File: src/verilog/fmac_pkg.sv
// Constants and types shared by the converter control register bank
package fmac_pkg;
    // Register offsets on the serial register port
    localparam logic [7:0] FMAC_ADDR_FAULT_MASK = 8'h14;
    localparam logic [7:0] FMAC_ADDR_CONV_CTRL = 8'h15;
    localparam logic [7:0] FMAC_ADDR_CH_OFF = 8'h16;
    // Reset values
    localparam logic [7:0] FMAC_RST_FAULT_MASK = 8'h00;
    localparam logic [7:0] FMAC_RST_CONV_CTRL = 8'h30;
    localparam logic [7:0] FMAC_RST_CH_OFF = 8'h00;
    // Implemented bits; the rest are reserved and read as zero
    localparam logic [7:0] FMAC_IMPL_FAULT_MASK = 8'hf9;
    localparam logic [7:0] FMAC_IMPL_CONV_CTRL = 8'hf0;
    localparam logic [7:0] FMAC_IMPL_CH_OFF = 8'hfd;
    localparam logic [7:0] FMAC_ZERO_BYTE = 8'h00;
    // Fault mask bit positions
    localparam int unsigned FMAC_INPUT_OVERVOLT_BIT = 7;
    localparam int unsigned FMAC_THERMAL_SHUTDOWN_BIT = 6;
    localparam int unsigned FMAC_BATTERY_OVERVOLT_BIT = 5;
    localparam int unsigned FMAC_SAFETY_TIMER_BIT = 4;
    localparam int unsigned FMAC_SYSTEM_SHORT_BIT = 3;
    localparam int unsigned FMAC_STEPDOWN_FAULT_BIT = 0;
    // Converter control field positions
    localparam int unsigned FMAC_CONV_EN_BIT = 7;
    localparam int unsigned FMAC_CONV_RATE_BIT = 6;
    localparam int unsigned FMAC_CONV_RES_HI = 5;
    localparam int unsigned FMAC_CONV_RES_LO = 4;
    // Channel disable bit positions
    localparam int unsigned FMAC_CH_BUS_CURRENT = 7;
    localparam int unsigned FMAC_CH_CHARGE_CURRENT = 6;
    localparam int unsigned FMAC_CH_BUS_VOLTAGE = 5;
    localparam int unsigned FMAC_CH_BATTERY_VOLTAGE = 4;
    localparam int unsigned FMAC_CH_SYSTEM_VOLTAGE = 3;
    localparam int unsigned FMAC_CH_THERMISTOR = 2;
    localparam int unsigned FMAC_CH_DIE_TEMP = 0;
    // Channel scan: first and last index
    localparam logic [2:0] FMAC_CH_FIRST = 3'h7;
    localparam logic [2:0] FMAC_CH_LAST = 3'h0;
    // Effective resolution codes
    typedef enum logic [1:0] {
        FMAC_RES_15BIT = 2'h0,
        FMAC_RES_14BIT = 2'h1,
        FMAC_RES_13BIT = 2'h2,
        FMAC_RES_12BIT = 2'h3
    } fmac_res_t;
    // Scan sequencer states, one-hot
    typedef enum logic [2:0] {
        FMAC_SEQ_IDLE = 3'h1,
        FMAC_SEQ_SCAN = 3'h2,
        FMAC_SEQ_WAIT = 3'h4
    } fmac_seq_state_t;
endpackage

File: src/verilog/fmac_seq_if.sv
// Carrier between the register bank and the scan sequencer
`timescale 1ns/1ps
interface fmac_seq_if;
    logic enable;        // Converter enabled
    logic oneShot;       // Single pass when high
    logic [7:0] chOff;   // Per-channel skip bits
    logic passDone;      // One-cycle pulse at end of a pass
    logic oneShotEnd;    // Pass done in one-shot rate
    modport regs (output enable, output oneShot, output chOff,
                  input passDone, input oneShotEnd);
    modport seq (input enable, input oneShot, input chOff,
                 output passDone, output oneShotEnd);
endinterface

File: src/verilog/fmac_seq.sv
// Channel scan sequencer for the monitoring converter
`timescale 1ns/1ps
module fmac_seq
    import fmac_pkg::*;
(
    input wire logic mclk,
    input wire logic nrst,
    fmac_seq_if.seq ctl,
    input wire logic convDone,
    output logic convStart,
    output logic [2:0] convChannel
);
    import fmac_pkg::*;

    fmac_seq_state_t state_q, state_d; // Sequencer state
    logic [2:0] ptr_q, ptr_d;          // Channel under scan
    logic start_q, start_d;            // Start pulse to converter
    logic done_q, done_d;              // End of pass pulse
    logic shotEnd_q, shotEnd_d;        // End of a one-shot pass

    // Channel wanted: not disabled and not the reserved slot
    wire chWanted = ~ctl.chOff[ptr_q] & FMAC_IMPL_CH_OFF[ptr_q];
    wire lastCh = (ptr_q == FMAC_CH_LAST);

    // Next state: skip disabled channels, wrap or stop at pass end
    always_comb begin
        state_d = state_q;
        ptr_d = ptr_q;
        start_d = 1'b0;
        done_d = 1'b0;
        shotEnd_d = 1'b0;
        case (state_q)
            FMAC_SEQ_IDLE: begin
                ptr_d = FMAC_CH_FIRST;
                // Stale enable in the cycle a one-shot pass ends
                if (ctl.enable && !shotEnd_q) begin
                    state_d = FMAC_SEQ_SCAN;
                end
            end
            FMAC_SEQ_SCAN: begin
                if (!ctl.enable) begin
                    state_d = FMAC_SEQ_IDLE;
                end else if (chWanted) begin
                    start_d = 1'b1;
                    state_d = FMAC_SEQ_WAIT;
                end else if (lastCh) begin
                    done_d = 1'b1;
                    shotEnd_d = ctl.oneShot;
                    ptr_d = FMAC_CH_FIRST;
                    // Continuous rate wraps, one-shot stops
                    state_d = ctl.oneShot ? FMAC_SEQ_IDLE
                                          : FMAC_SEQ_SCAN;
                end else begin
                    ptr_d = ptr_q - 3'h1;
                end
            end
            FMAC_SEQ_WAIT: begin
                if (!ctl.enable) begin
                    state_d = FMAC_SEQ_IDLE;
                end else if (convDone) begin
                    if (lastCh) begin
                        done_d = 1'b1;
                        shotEnd_d = ctl.oneShot;
                        ptr_d = FMAC_CH_FIRST;
                        state_d = ctl.oneShot ? FMAC_SEQ_IDLE
                                              : FMAC_SEQ_SCAN;
                    end else begin
                        ptr_d = ptr_q - 3'h1;
                        state_d = FMAC_SEQ_SCAN;
                    end
                end
            end
            default: begin
                state_d = FMAC_SEQ_IDLE;
                ptr_d = FMAC_CH_FIRST;
            end
        endcase
    end

    // State registers
    always_ff @(posedge mclk or negedge nrst) begin
        if (!nrst) begin
            state_q <= FMAC_SEQ_IDLE;
            ptr_q <= FMAC_CH_FIRST;
            start_q <= 1'b0;
            done_q <= 1'b0;
            shotEnd_q <= 1'b0;
        end else begin
            state_q <= state_d;
            ptr_q <= ptr_d;
            start_q <= start_d;
            done_q <= done_d;
            shotEnd_q <= shotEnd_d;
        end
    end

    // Outputs from flip-flops
    assign convStart = start_q;
    assign convChannel = ptr_q;
    assign ctl.passDone = done_q;
    assign ctl.oneShotEnd = shotEnd_q;
endmodule

File: src/verilog/fmac_top.sv
// Fault mask, converter control and channel disable register bank
`timescale 1ns/1ps
module fmac_top
    import fmac_pkg::*;
(
    input wire logic mclk,
    input wire logic nrst,
    // Register port from the serial bus slave
    input wire logic regWrEn,
    input wire logic regRdEn,
    input wire logic [7:0] regAddr,
    input wire logic [7:0] regWrData,
    output logic [7:0] regRdData,
    // Soft resets
    input wire logic regReset,
    input wire logic watchdogExpire,
    // Fault levels from the charger
    input wire logic inputOvervoltFault,
    input wire logic thermalShutdownFault,
    input wire logic batteryOvervoltFault,
    input wire logic safetyTimerExpired,
    input wire logic systemShortFault,
    input wire logic stepdownOutputFaultStatus,
    // Conversion-done mask kept in a neighbouring register
    input wire logic convDoneIrqMask,
    // Analog converter handshake
    input wire logic convDone,
    output logic convStart,
    output logic [2:0] convChannel,
    output fmac_pkg::fmac_res_t convResolution,
    output logic convEnabled,
    output logic convOneShot,
    output logic convPassDone,
    // Shared interrupt pulse
    output logic intPulse
);
    import fmac_pkg::*;

    fmac_seq_if seqBus();

    // Stored registers, implemented bits only
    logic [7:0] faultMask_q, faultMask_d;
    logic [7:0] convCtrl_q, convCtrl_d;
    logic [7:0] chOff_q, chOff_d;
    logic [7:0] rdData_q, rdData_d;
    logic intPulse_q, intPulse_d;
    // Previous fault levels for edge detection
    logic [4:0] faultPrev_q;
    logic stepdownPrev_q;

    // Address decode
    wire selMask = (regAddr == FMAC_ADDR_FAULT_MASK);
    wire selCtrl = (regAddr == FMAC_ADDR_CONV_CTRL);
    wire selChOff = (regAddr == FMAC_ADDR_CH_OFF);
    wire wrMask = regWrEn & selMask;
    wire wrCtrl = regWrEn & selCtrl;
    wire wrChOff = regWrEn & selChOff;

    // Write data with reserved bits dropped
    wire [7:0] wrMaskVal = regWrData & FMAC_IMPL_FAULT_MASK;
    wire [7:0] wrCtrlVal = regWrData & FMAC_IMPL_CONV_CTRL;
    wire [7:0] wrChOffVal = regWrData & FMAC_IMPL_CH_OFF;

    // Individual mask bits
    wire inputOvervoltIrqMask = faultMask_q[FMAC_INPUT_OVERVOLT_BIT];
    wire thermalShutdownIrqMask = faultMask_q[FMAC_THERMAL_SHUTDOWN_BIT];
    wire batteryOvervoltIrqMask = faultMask_q[FMAC_BATTERY_OVERVOLT_BIT];
    wire safetyTimerIrqMask = faultMask_q[FMAC_SAFETY_TIMER_BIT];
    wire systemShortIrqMask = faultMask_q[FMAC_SYSTEM_SHORT_BIT];
    wire stepdownOutputFaultIrqMask = faultMask_q[FMAC_STEPDOWN_FAULT_BIT];

    // Current fault levels, same order as faultPrev_q
    wire [4:0] faultNow = {inputOvervoltFault, thermalShutdownFault,
                           batteryOvervoltFault, safetyTimerExpired,
                           systemShortFault};
    wire [4:0] faultRise = faultNow & ~faultPrev_q;

    // Gated fault events
    wire irqInputOvervolt = faultRise[4] & ~inputOvervoltIrqMask;
    wire irqThermal = faultRise[3] & ~thermalShutdownIrqMask;
    wire irqBatteryOvervolt = faultRise[2] & ~batteryOvervoltIrqMask;
    wire irqSafetyTimer = faultRise[1] & ~safetyTimerIrqMask;
    wire irqSystemShort = faultRise[0] & ~systemShortIrqMask;
    // Any change of the step-down status counts as an event
    wire stepdownEvent = stepdownOutputFaultStatus ^ stepdownPrev_q;
    wire irqStepdown = stepdownEvent & ~stepdownOutputFaultIrqMask;
    // Conversion done only reported at end of a one-shot pass
    wire irqConvDone = seqBus.oneShotEnd & ~convDoneIrqMask;

    // Control fields seen by the sequencer and the converter
    wire convEn = convCtrl_q[FMAC_CONV_EN_BIT];
    wire convRate = convCtrl_q[FMAC_CONV_RATE_BIT];
    wire [1:0] convRes = convCtrl_q[FMAC_CONV_RES_HI:FMAC_CONV_RES_LO];

    // Fault mask next value
    always_comb begin
        faultMask_d = faultMask_q;
        if (regReset) begin
            // Register reset restores default
            faultMask_d = FMAC_RST_FAULT_MASK;
        end else if (wrMask) begin
            // Host write
            faultMask_d = wrMaskVal;
        end
    end

    // Converter control next value
    always_comb begin
        convCtrl_d = convCtrl_q;
        if (regReset) begin
            // Register reset restores default
            convCtrl_d = FMAC_RST_CONV_CTRL;
        end else begin
            if (seqBus.oneShotEnd) begin
                // One-shot pass finished: converter turns off
                convCtrl_d[FMAC_CONV_EN_BIT] = 1'b0;
            end
            if (watchdogExpire) begin
                // Watchdog clears only the enable bit
                convCtrl_d[FMAC_CONV_EN_BIT] = 1'b0;
            end
            if (wrCtrl) begin
                // Host write; beats a one-shot end in the same cycle, but a watchdog still clears enable
                convCtrl_d = wrCtrlVal;
                if (watchdogExpire) begin
                    convCtrl_d[FMAC_CONV_EN_BIT] = 1'b0;
                end
            end
        end
    end

    // Channel disable next value
    always_comb begin
        chOff_d = chOff_q;
        if (regReset) begin
            // Register reset: all channels converted
            chOff_d = FMAC_RST_CH_OFF;
        end else if (wrChOff) begin
            // Host write
            chOff_d = wrChOffVal;
        end
    end

    // Read mux, unmapped addresses read zero
    always_comb begin
        rdData_d = rdData_q;
        if (regRdEn) begin
            if (selMask) begin
                rdData_d = faultMask_q & FMAC_IMPL_FAULT_MASK;
            end else if (selCtrl) begin
                rdData_d = convCtrl_q & FMAC_IMPL_CONV_CTRL;
            end else if (selChOff) begin
                rdData_d = chOff_q & FMAC_IMPL_CH_OFF;
            end else begin
                rdData_d = FMAC_ZERO_BYTE;
            end
        end
    end

    // Combine every gated source onto one pulse
    always_comb begin
        intPulse_d = irqInputOvervolt | irqThermal | irqBatteryOvervolt
                   | irqSafetyTimer | irqSystemShort | irqStepdown
                   | irqConvDone;
    end

    // Register bank flip-flops
    always_ff @(posedge mclk or negedge nrst) begin
        if (!nrst) begin
            faultMask_q <= FMAC_RST_FAULT_MASK;
            convCtrl_q <= FMAC_RST_CONV_CTRL;
            chOff_q <= FMAC_RST_CH_OFF;
            rdData_q <= FMAC_ZERO_BYTE;
        end else begin
            faultMask_q <= faultMask_d;
            convCtrl_q <= convCtrl_d;
            chOff_q <= chOff_d;
            rdData_q <= rdData_d;
        end
    end

    // Edge history and interrupt pulse
    always_ff @(posedge mclk or negedge nrst) begin
        if (!nrst) begin
            faultPrev_q <= 5'h00;
            stepdownPrev_q <= 1'b0;
            intPulse_q <= 1'b0;
        end else begin
            faultPrev_q <= faultNow;
            stepdownPrev_q <= stepdownOutputFaultStatus;
            intPulse_q <= intPulse_d;
        end
    end

    // Control to the sequencer
    assign seqBus.enable = convEn;
    assign seqBus.oneShot = convRate;
    assign seqBus.chOff = chOff_q;

    // Scan sequencer
    fmac_seq fmac_seq_i (
        .mclk(mclk),
        .nrst(nrst),
        .ctl(seqBus),
        .convDone(convDone),
        .convStart(convStart),
        .convChannel(convChannel)
    );

    // Outputs
    assign regRdData = rdData_q;
    assign convResolution = fmac_res_t'(convRes);
    assign convEnabled = convEn;
    assign convOneShot = convRate;
    assign convPassDone = seqBus.passDone;
    assign intPulse = intPulse_q;
endmodule
File: config.mk
export PLATFORM = sky130hd
export DESIGN_NAME = fmac_top
export DESIGN_NICKNAME = d
export VERILOG_FILES = /design/src/verilog/fmac_pkg.sv /design/src/verilog/fmac_seq_if.sv /design/src/verilog/fmac_seq.sv /design/src/verilog/fmac_top.sv
export SDC_FILE = /design/constraint.sdc
export NUM_CORES = 1
export LEC_CHECK = 0
export BUFFER_PORTS_ARGS = -buffer_cell sky130_fd_sc_hd__clkbuf_2
export CAP_MARGIN = 20
export CORE_ASPECT_RATIO = 1.25
export CORE_UTILIZATION = 40
export CTS_BUF_LIST = sky130_fd_sc_hd__clkbuf_8
export DETAILED_ROUTE_END_ITERATION = 7
export GPL_ROUTABILITY_DRIVEN = 0
export GPL_TIMING_DRIVEN = 0
export MAX_ROUTING_LAYER = met4
export SKIP_LAST_GASP = 1
export SLEW_MARGIN = 20
export SYNTH_ARGS = -nofsm -noshare
export SYNTH_HDL_FRONTEND = slang
export SYNTH_SLANG_ARGS = --single-unit
File: constraint.sdc
create_clock -name mclk -period 3.4 [get_ports mclk]
set_clock_uncertainty 0.05 [all_clocks]
set_input_delay 0.34 -clock mclk [delete_from_list [all_inputs] [get_ports mclk]]
set_output_delay 0.34 -clock mclk [all_outputs]
set_load 0.05 [all_outputs]
* Yosys cells after proc, flatten, opt, wreduce, memory -nomap -nowiden
Memories as Yosys holds them, arrays and structs flattened.
Index checks and enable logic that the tools add are counted.
** Cells by class
- Add/subtract/negate cells :: 1
- $lt $le $gt $ge :: 1
- Eq/ne operators :: 13
- Mux-type cells :: 45
- Bitwise logic cells :: 28
- Reductions and logical operators :: 9
** Operator list (count)
- 8-bit 2-to-1 mux :: 9
- 3-bit 2-to-1 mux :: 12
- 8-bit by 5-bit == test with 1-bit output (second input constant) :: 3
- 1-bit 2-to-1 mux :: 18
- 1-bit AND :: 11
- 3-bit case mux with 3 select lines :: 1
- 2-bit inequality test (second input constant) :: 4
- 1-bit NOT :: 8
- 1-bit bitwise OR :: 6
- 3-bit case mux with 2 select lines :: 1
- 2-bit nonzero test :: 3
- 5-bit AND :: 1
- 5-bit NOT :: 1
- 3-bit by 4-bit less-than comparator with 1-bit output (second input constant) :: 1
- 4-bit by 2-bit inequality test with 1-bit output (second input constant) :: 1
- 1-bit case mux with 2 select lines :: 2
- 4-bit AND reduction :: 1
- 4-bit nonzero test :: 1
- 1-bit binary-select mux with 3-bit select :: 1
- 3-bit by 1-bit == test with 1-bit output (second input constant) :: 1
- 3-bit by 2-bit == test with 1-bit output (second input constant) :: 1
- 3-bit == test (second input constant) :: 1
- 3-bit logical NOT :: 1
- 3-bit inequality test (second input constant) :: 1
- 7 further kinds :: 7
** Word-level totals
- Flip-flop bits (word level) :: 48
- ROM bits :: 8
- Input port bits :: 30
- Output and inout port bits :: 18
- Memories kept :: 1
** Memory list
- (no name shown) :: words 8, width 1, rd ports 1, clocked after memory_dff 0, write ports 0, line fmac_seq.sv:22 : wire chWanted = ~ctl.chOff[ptr_q] & FMAC_IMPL_CH_OFF[ptr_q];

* Longest topological paths before layout
- Depth in word-level cells :: 9
- Mapped depth :: 7
- Mapped depth without buffers :: 7

* Cells and area by module
Synthesis repeated with hierarchy kept, for this count alone.
** Unflattened totals
- Cells, all modules :: 206
- Area total of the unflattened synthesis :: 2197.1 um2
** By module, submodules not included
- fmac_top :: instances 1, cells an instance 131, area each 1483.9 um2
- fmac_seq :: instances 1, cells an instance 75, area each 713.2 um2

* Least setup slack after synthesis
Ideal clock, no wire load.
- Path kind :: register to register
- From :: register fmac_seq_i.ptr_q[0] (netlist: fmac_seq_i.convChannel[0])
- To :: register fmac_seq_i.state_q[1]
- Library setup time :: 0.119 ns
- Arrival time :: 1.816 ns
- Path slack :: 1.414 ns
- Cell stages (with the launch flop) :: 6
- Period minus slack after synthesis :: 1.986 ns
- Cells stage by stage :: dfstp_2 -> mux2_4 -> a2111oi_4 -> nor2_2 -> o211a_1 -> o21a_1
** On the way
- Longest elaborated chain between the ends :: 7
- Elaborated cells between the ends (all ways) :: 15
- Those cells by class :: 1 x eq/ne; 9 x mux; 2 x bitwise; 2 x reduce/logical; 1 x memory
** RTL lines
- from (decl) :: line fmac_seq.sv:16 : logic [2:0] ptr_q, ptr_d;
- from (signal assigned) :: line fmac_seq.sv:90 : ptr_q <= ptr_d;
- branches (longest 7 deep; another with memory read 8 x 1 bit)
- to (signal assigned) :: line fmac_seq.sv:89 : state_q <= state_d;
- to (decl) :: line fmac_seq.sv:15 : fmac_seq_state_t state_q, state_d;
Parallel ways; which one is timed is not known. The select of a mux whose other input is x is not followed.
A chain may end at the register's enable or synchronous reset.

* Worst setup path in the final report
- From :: register fmac_seq_i.ptr_q[0] (netlist: fmac_seq_i.convChannel[0])
- To :: register fmac_seq_i.shotEnd_q (netlist: fmac_seq_i.ctl.oneShotEnd)
** On the way
- Longest elaborated chain between the ends :: 7
- Elaborated cells between the ends (all ways) :: 13
- Those cells by class :: 9 x mux; 2 x bitwise; 1 x reduce/logical; 1 x memory
** RTL lines
- branches (longest 6 deep; another with memory read 8 x 1 bit)
- 1-bit case mux with 2 select lines * :: line fmac_seq.sv:32 : case (state_q)
- via fmac_seq_i.shotEnd_d :: line fmac_seq.sv:19 : logic shotEnd_q, shotEnd_d;
- to (signal assigned) :: line fmac_seq.sv:93 : shotEnd_q <= shotEnd_d;
- to (decl) :: line fmac_seq.sv:19
Mark *: on every way through the listed nets, which the timed path passes. The select of a mux whose other input is x is not followed.

==> impl_metrics.xml <==
<?xml version="1.0" encoding="UTF-8"?>
<metrics>
  <group name="yosys">
    <metric name="synth-edff-count" unit="">0</metric>
    <metric name="post-synth-top-area-cell" unit="">sky130_fd_sc_hd__dfrtp_1</metric>
    <metric name="synth-xor-area-share" unit="%">0.435</metric>
    <metric name="yosys-top-cells-area" unit="">sky130_fd_sc_hd__dfrtp_1 42%, sky130_fd_sc_hd__mux2i_1 9.4%, sky130_fd_sc_hd__dfstp_2 7.8%</metric>
    <metric name="ys_warn_count" unit="">0</metric>
    <metric name="synth_top_family_by_area" unit="">simple AND/OR/NAND/NOR gates</metric>
    <metric name="synth_mux_area_share" unit="%">12.4</metric>
    <metric name="avgSynthCellArea" unit="µm²">10.4</metric>
    <metric name="synth_cell_type_count" unit="">49</metric>
    <metric name="fraction_of_synthesized_cell_area_taken_by_the_top_area_cell_type" unit="%">42.2</metric>
    <metric name="synth_compound_area_share" unit="%">13.2</metric>
    <metric name="post_synthesis_share_of_cell_area_spent_on_full_adders_half_adders_and_majority_gates" unit="%">1.86</metric>
    <metric name="ys_seq_area_share" unit="%">50.0</metric>
    <metric name="ys_seq_elements" unit="">40</metric>
    <metric name="mappedNetlistNets" unit="">226</metric>
    <metric name="synth-main-ff-cell" unit="">sky130_fd_sc_hd__dfrtp_1</metric>
    <metric name="synth_simple_gate_area_share" unit="%">16.9</metric>
    <metric name="post_synthesis_cells" unit="">193</metric>
    <metric name="synthArstFlopShare" unit="%">100</metric>
    <metric name="synth_area" unit="µm²">2020</metric>
  </group>
  <group name="setup_path">
    <metric name="crit_path_top_delay_cell" unit="">sky130_fd_sc_hd__dfstp_2</metric>
    <metric name="crit_path_class" unit="">reg2reg</metric>
    <metric name="maximum_fanout_along_the_worst_path" unit="">8</metric>
    <metric name="r2r-end" unit="">fmac_seq_i.ctl.oneShotEnd</metric>
    <metric name="reg2reg_setup_slack" unit="ns">1.44</metric>
    <metric name="worstPathCellList" unit="">mux2_4 -&gt; a2111oi_4 -&gt; o21ai_2 -&gt; nand2_1 -&gt; nor3_1</metric>
    <metric name="crit-reg2reg-launch" unit="">fmac_seq_i.convChannel[0]</metric>
    <metric name="worst-r2r-cell-count" unit="">5</metric>
    <metric name="worst-endpoint-required" unit="ns">3.53</metric>
    <metric name="worst_setup_path_end_kind" unit="">flip-flop</metric>
    <metric name="setup.worst_path.start_class" unit="">flip-flop</metric>
    <metric name="critical_path_arrival" unit="ns">2.09</metric>
    <metric name="timing.critical_path.slowest_cell_delay" unit="ns">0.65</metric>
  </group>
  <group name="clock_network">
    <metric name="path_clk_slew" unit="ns">0.08</metric>
    <metric name="cts_inserted_buffers" unit="">5</metric>
    <metric name="worst_skew_pair.late_latency" unit="ns">0.29</metric>
    <metric name="cts_setup_buffers" unit="">0</metric>
    <metric name="cts_htree_levels" unit="">2</metric>
    <metric name="ctsRootBufferMaster" unit="">sky130_fd_sc_hd__clkbuf_8</metric>
    <metric name="clock_sink_count" unit="">40</metric>
    <metric name="number_of_instances_resized_during_post_cts_repair" unit="">0</metric>
    <metric name="cts.hold.buffers_added" unit="">0</metric>
    <metric name="max-clock-path-buffers" unit="">2</metric>
    <metric name="clock_tree_from_tritoncts" unit="">done</metric>
  </group>
  <group name="die">
    <metric name="floorplan.io_pins" unit="">48</metric>
    <metric name="floorplan.die_area" unit="µm²">5330</metric>
    <metric name="start_util" unit="%">42.0</metric>
    <metric name="die_wd" unit="µm">65.5</metric>
    <metric name="rows" unit="">28</metric>
    <metric name="core" unit="µm²">4800</metric>
    <metric name="die_y" unit="µm">81.4</metric>
  </group>
  <group name="detailed_routing">
    <metric name="wl_per_cell" unit="µm">14.5</metric>
    <metric name="met2_wirelength" unit="mm">2.23</metric>
    <metric name="drc" unit="">0</metric>
    <metric name="wl_met3" unit="µm">147</metric>
    <metric name="post_detailed_route_via_to_cell_ratio" unit="">5.21</metric>
    <metric name="via_count" unit="">1584</metric>
    <metric name="routed_wirelength" unit="mm">4.40</metric>
    <metric name="ant_nets" unit="">0</metric>
    <metric name="initial_detailed_routing_violation_count" unit="">71</metric>
    <metric name="detailedRoute.firstPassIterationCount" unit="">4</metric>
    <metric name="detail_route.wirelength.met1" unit="mm">1.95</metric>
    <metric name="highest_layer" unit="">met4</metric>
  </group>
  <group name="grt">
    <metric name="grt_start_max_net_pins" unit="">41</metric>
    <metric name="global_route_wire_length_before_repair" unit="mm">7.19</metric>
    <metric name="via_count_of_the_first_global_routing_pass" unit="">1557</metric>
    <metric name="global_route.usage.total" unit="%">18.9</metric>
    <metric name="globalRoute.totalOverflow" unit="">0</metric>
    <metric name="antenna_found_initial" unit="">0</metric>
  </group>
  <group name="timing">
    <metric name="setup_total_negative_slack" unit="ns">0</metric>
    <metric name="final_max_slew_viol_count" unit="">0</metric>
    <metric name="final-hold-violation-count" unit="">0</metric>
    <metric name="period_share" unit="%">57.7</metric>
    <metric name="max_clock_freq" unit="MHz">510</metric>
    <metric name="layout_min_cycle_time" unit="ns">1.96</metric>
    <metric name="setup_viol" unit="">0</metric>
    <metric name="setup_repair_after_global_routing_missed_its_margin" unit="">no</metric>
    <metric name="maxSlewHeadroom" unit="%">38.3</metric>
    <metric name="tightestPinTransition" unit="ns">0.926</metric>
  </group>
  <group name="layout">
    <metric name="nNetsFinal" unit="">276</metric>
    <metric name="syn_to_final_growth" unit="%">19.0</metric>
    <metric name="number_of_antenna_repair_diodes" unit="">0</metric>
    <metric name="proportion_of_layout_cells_with_a_drive_suffix_above_1" unit="%">29.5</metric>
    <metric name="finalInstanceArea" unit="µm²">2400</metric>
  </group>
  <group name="run_status">
    <metric name="run_status" unit="">complete, no violations</metric>
  </group>
  <group name="run">
    <metric name="max_cap_viol" unit="">0</metric>
  </group>
  <group name="power">
    <metric name="power_per_cell_area" unit="nW/µm²">363</metric>
    <metric name="power.clock.fraction" unit="%">37.8</metric>
    <metric name="switching_share" unit="%">23.7</metric>
    <metric name="power_frac_comb" unit="%">6.9</metric>
    <metric name="worst_ir_drop_vdd" unit="µV">209</metric>
    <metric name="cellLeakagePower" unit="nW">1.13</metric>
    <metric name="seq_power_share" unit="%">55.4</metric>
    <metric name="power.internal" unit="W">0.000664</metric>
    <metric name="power.switching" unit="W">0.000206</metric>
  </group>
  <group name="placed_design">
    <metric name="portBuffers" unit="">43</metric>
    <metric name="postPlaceCellArea" unit="µm²">2310</metric>
    <metric name="dp_hpwl" unit="mm">3.21</metric>
  </group>
  <group name="min_path">
    <metric name="hold_path.class" unit="">in2async</metric>
  </group>
</metrics>
[synth_stat cells (2+ instances only)]
cell type and n:
sky130_fd_sc_hd__a211o_1 2, sky130_fd_sc_hd__a21oi_1 10, sky130_fd_sc_hd__a31oi_1 2, sky130_fd_sc_hd__and3_1 2
sky130_fd_sc_hd__buf_4 3, sky130_fd_sc_hd__clkbuf_1 3, sky130_fd_sc_hd__dfrtp_1 34, sky130_fd_sc_hd__dfstp_2 6
sky130_fd_sc_hd__ha_1 3, sky130_fd_sc_hd__inv_1 15, sky130_fd_sc_hd__mux2_2 4, sky130_fd_sc_hd__mux2i_1 19
sky130_fd_sc_hd__nand2_1 4, sky130_fd_sc_hd__nand2b_1 6, sky130_fd_sc_hd__nand3_1 2, sky130_fd_sc_hd__nand4_1 3
sky130_fd_sc_hd__nor2_1 27, sky130_fd_sc_hd__nor2b_1 3, sky130_fd_sc_hd__nor3_1 6, sky130_fd_sc_hd__nor3b_1 3
sky130_fd_sc_hd__o21ai_0 3, sky130_fd_sc_hd__o22ai_1 5, sky130_fd_sc_hd__or3_1 2
[worst max-delay path: cells and delay by family (launching register included)]
kind            cells  cell delay [ns]
flops               1             0.65
simple gates        2             0.22
compound gates      2             0.59
mux                 1             0.34
[layout by cell type (no fill, tap or decap), drive strengths merged, types with 3 or more instances in the layout]
master,n
a21oi,10
clkbuf,51
nor2b,3
nand2,4
dfstp,6
mux2i,19
nor3b,3
buf,6
inv,15
o22ai,5
ha,3
nor2,28
mux2,5
nand4,3
nor3,7
nand2b,6
dfrtp,34
o21ai,5
[worst max path at each step]
stage / end / from / cells after the start
detailed placement: fmac_seq_i.ctl.oneShotEnd / fmac_seq_i.convChannel[0] / 5
finish: fmac_seq_i.ctl.oneShotEnd / fmac_seq_i.convChannel[0] / 5
global route: fmac_seq_i.ctl.oneShotEnd / fmac_seq_i.convChannel[0] / 5
floorplan: fmac_seq_i.state_q[1] / fmac_seq_i.convChannel[0] / 5
global placement: fmac_seq_i.ctl.oneShotEnd / fmac_seq_i.convChannel[0] / 5
CTS: fmac_seq_i.ctl.oneShotEnd / fmac_seq_i.convChannel[0] / 5
[stage by stage]
stage | worst slack [ns] | utilization, % | total power (W) | instances | hold WS (ns)
2_1_floorplan | 1.41 | - | 0.000518 | 193 | -0.00559
3_3_place_gp | 1.43 | 48.0 | 0.000552 | 296 | 0.410
3_5_place_dp | 1.44 | 48.0 | 0.000553 | 296 | 0.416
4_1_cts | 1.42 | 50.0 | 0.000884 | 304 | 0.110
5_1_grt | 1.35 | 50.0 | 0.000904 | 304 | 0.108
6_report | 1.44 | 50.0 | 0.000871 | 304 | 0.116
[power by group through the flow]
stage	logic, W	registers (W)	clock network (W)
after global placement	0.0000611	0.000491	0
after detailed placement	0.0000614	0.000491	0
after CTS	0.0000616	0.000482	0.000341
after floorplan	0.0000232	0.000494	0
final	0.0000598	0.000482	0.000329
after global routing	0.0000673	0.000482	0.000355
[final cells by class]
cell class,instances,area (µm²)
fillers,482,2400
flip-flops and latches,40,1010
multi-input cells,130,908
repair buffers,43,215
clock buffers,6,82.6
well taps,60,75.1
inverters,15,56.3
plain buffers,8,42.5
clock inverters,2,10.0
[logic make-up (layout without fill, tap and decap cells)]
kind of cell,after synthesis,count (layout)
buffers and inverters,23,74
AO/OA/AOI/OAI,36,36
other,1,1
AND/OR/NAND/NOR,65,65
adder cells (fa/ha/maj),3,3
flip-flops,40,40
multiplexers,24,24
XOR/XNOR,1,1
[state kept, by name, indices dropped and copies added, names as in the netlist]
register,count
chOff_q,7
regRdData,7
faultMask_q,6
faultPrev_q,5
convCtrl_q,4
fmac_seq_i.convChannel,3
fmac_seq_i.state_q,3
fmac_seq_i.convStart,1
fmac_seq_i.ctl.oneShotEnd,1
fmac_seq_i.ctl.passDone,1
intPulse,1
stepdownPrev_q,1
[per-layer routing]
| layer | up-vias | global-route usage [%] |
|---|---|---|
| met3 | 6 | 3.93 |
| met2 | 37 | 32.1 |
| li1 | 777 | - |
| met4 | 0 | 7.17 |
| met1 | 764 | 21.9 |
| met5 | - | - |
Power figures use the tool's default switching activity.
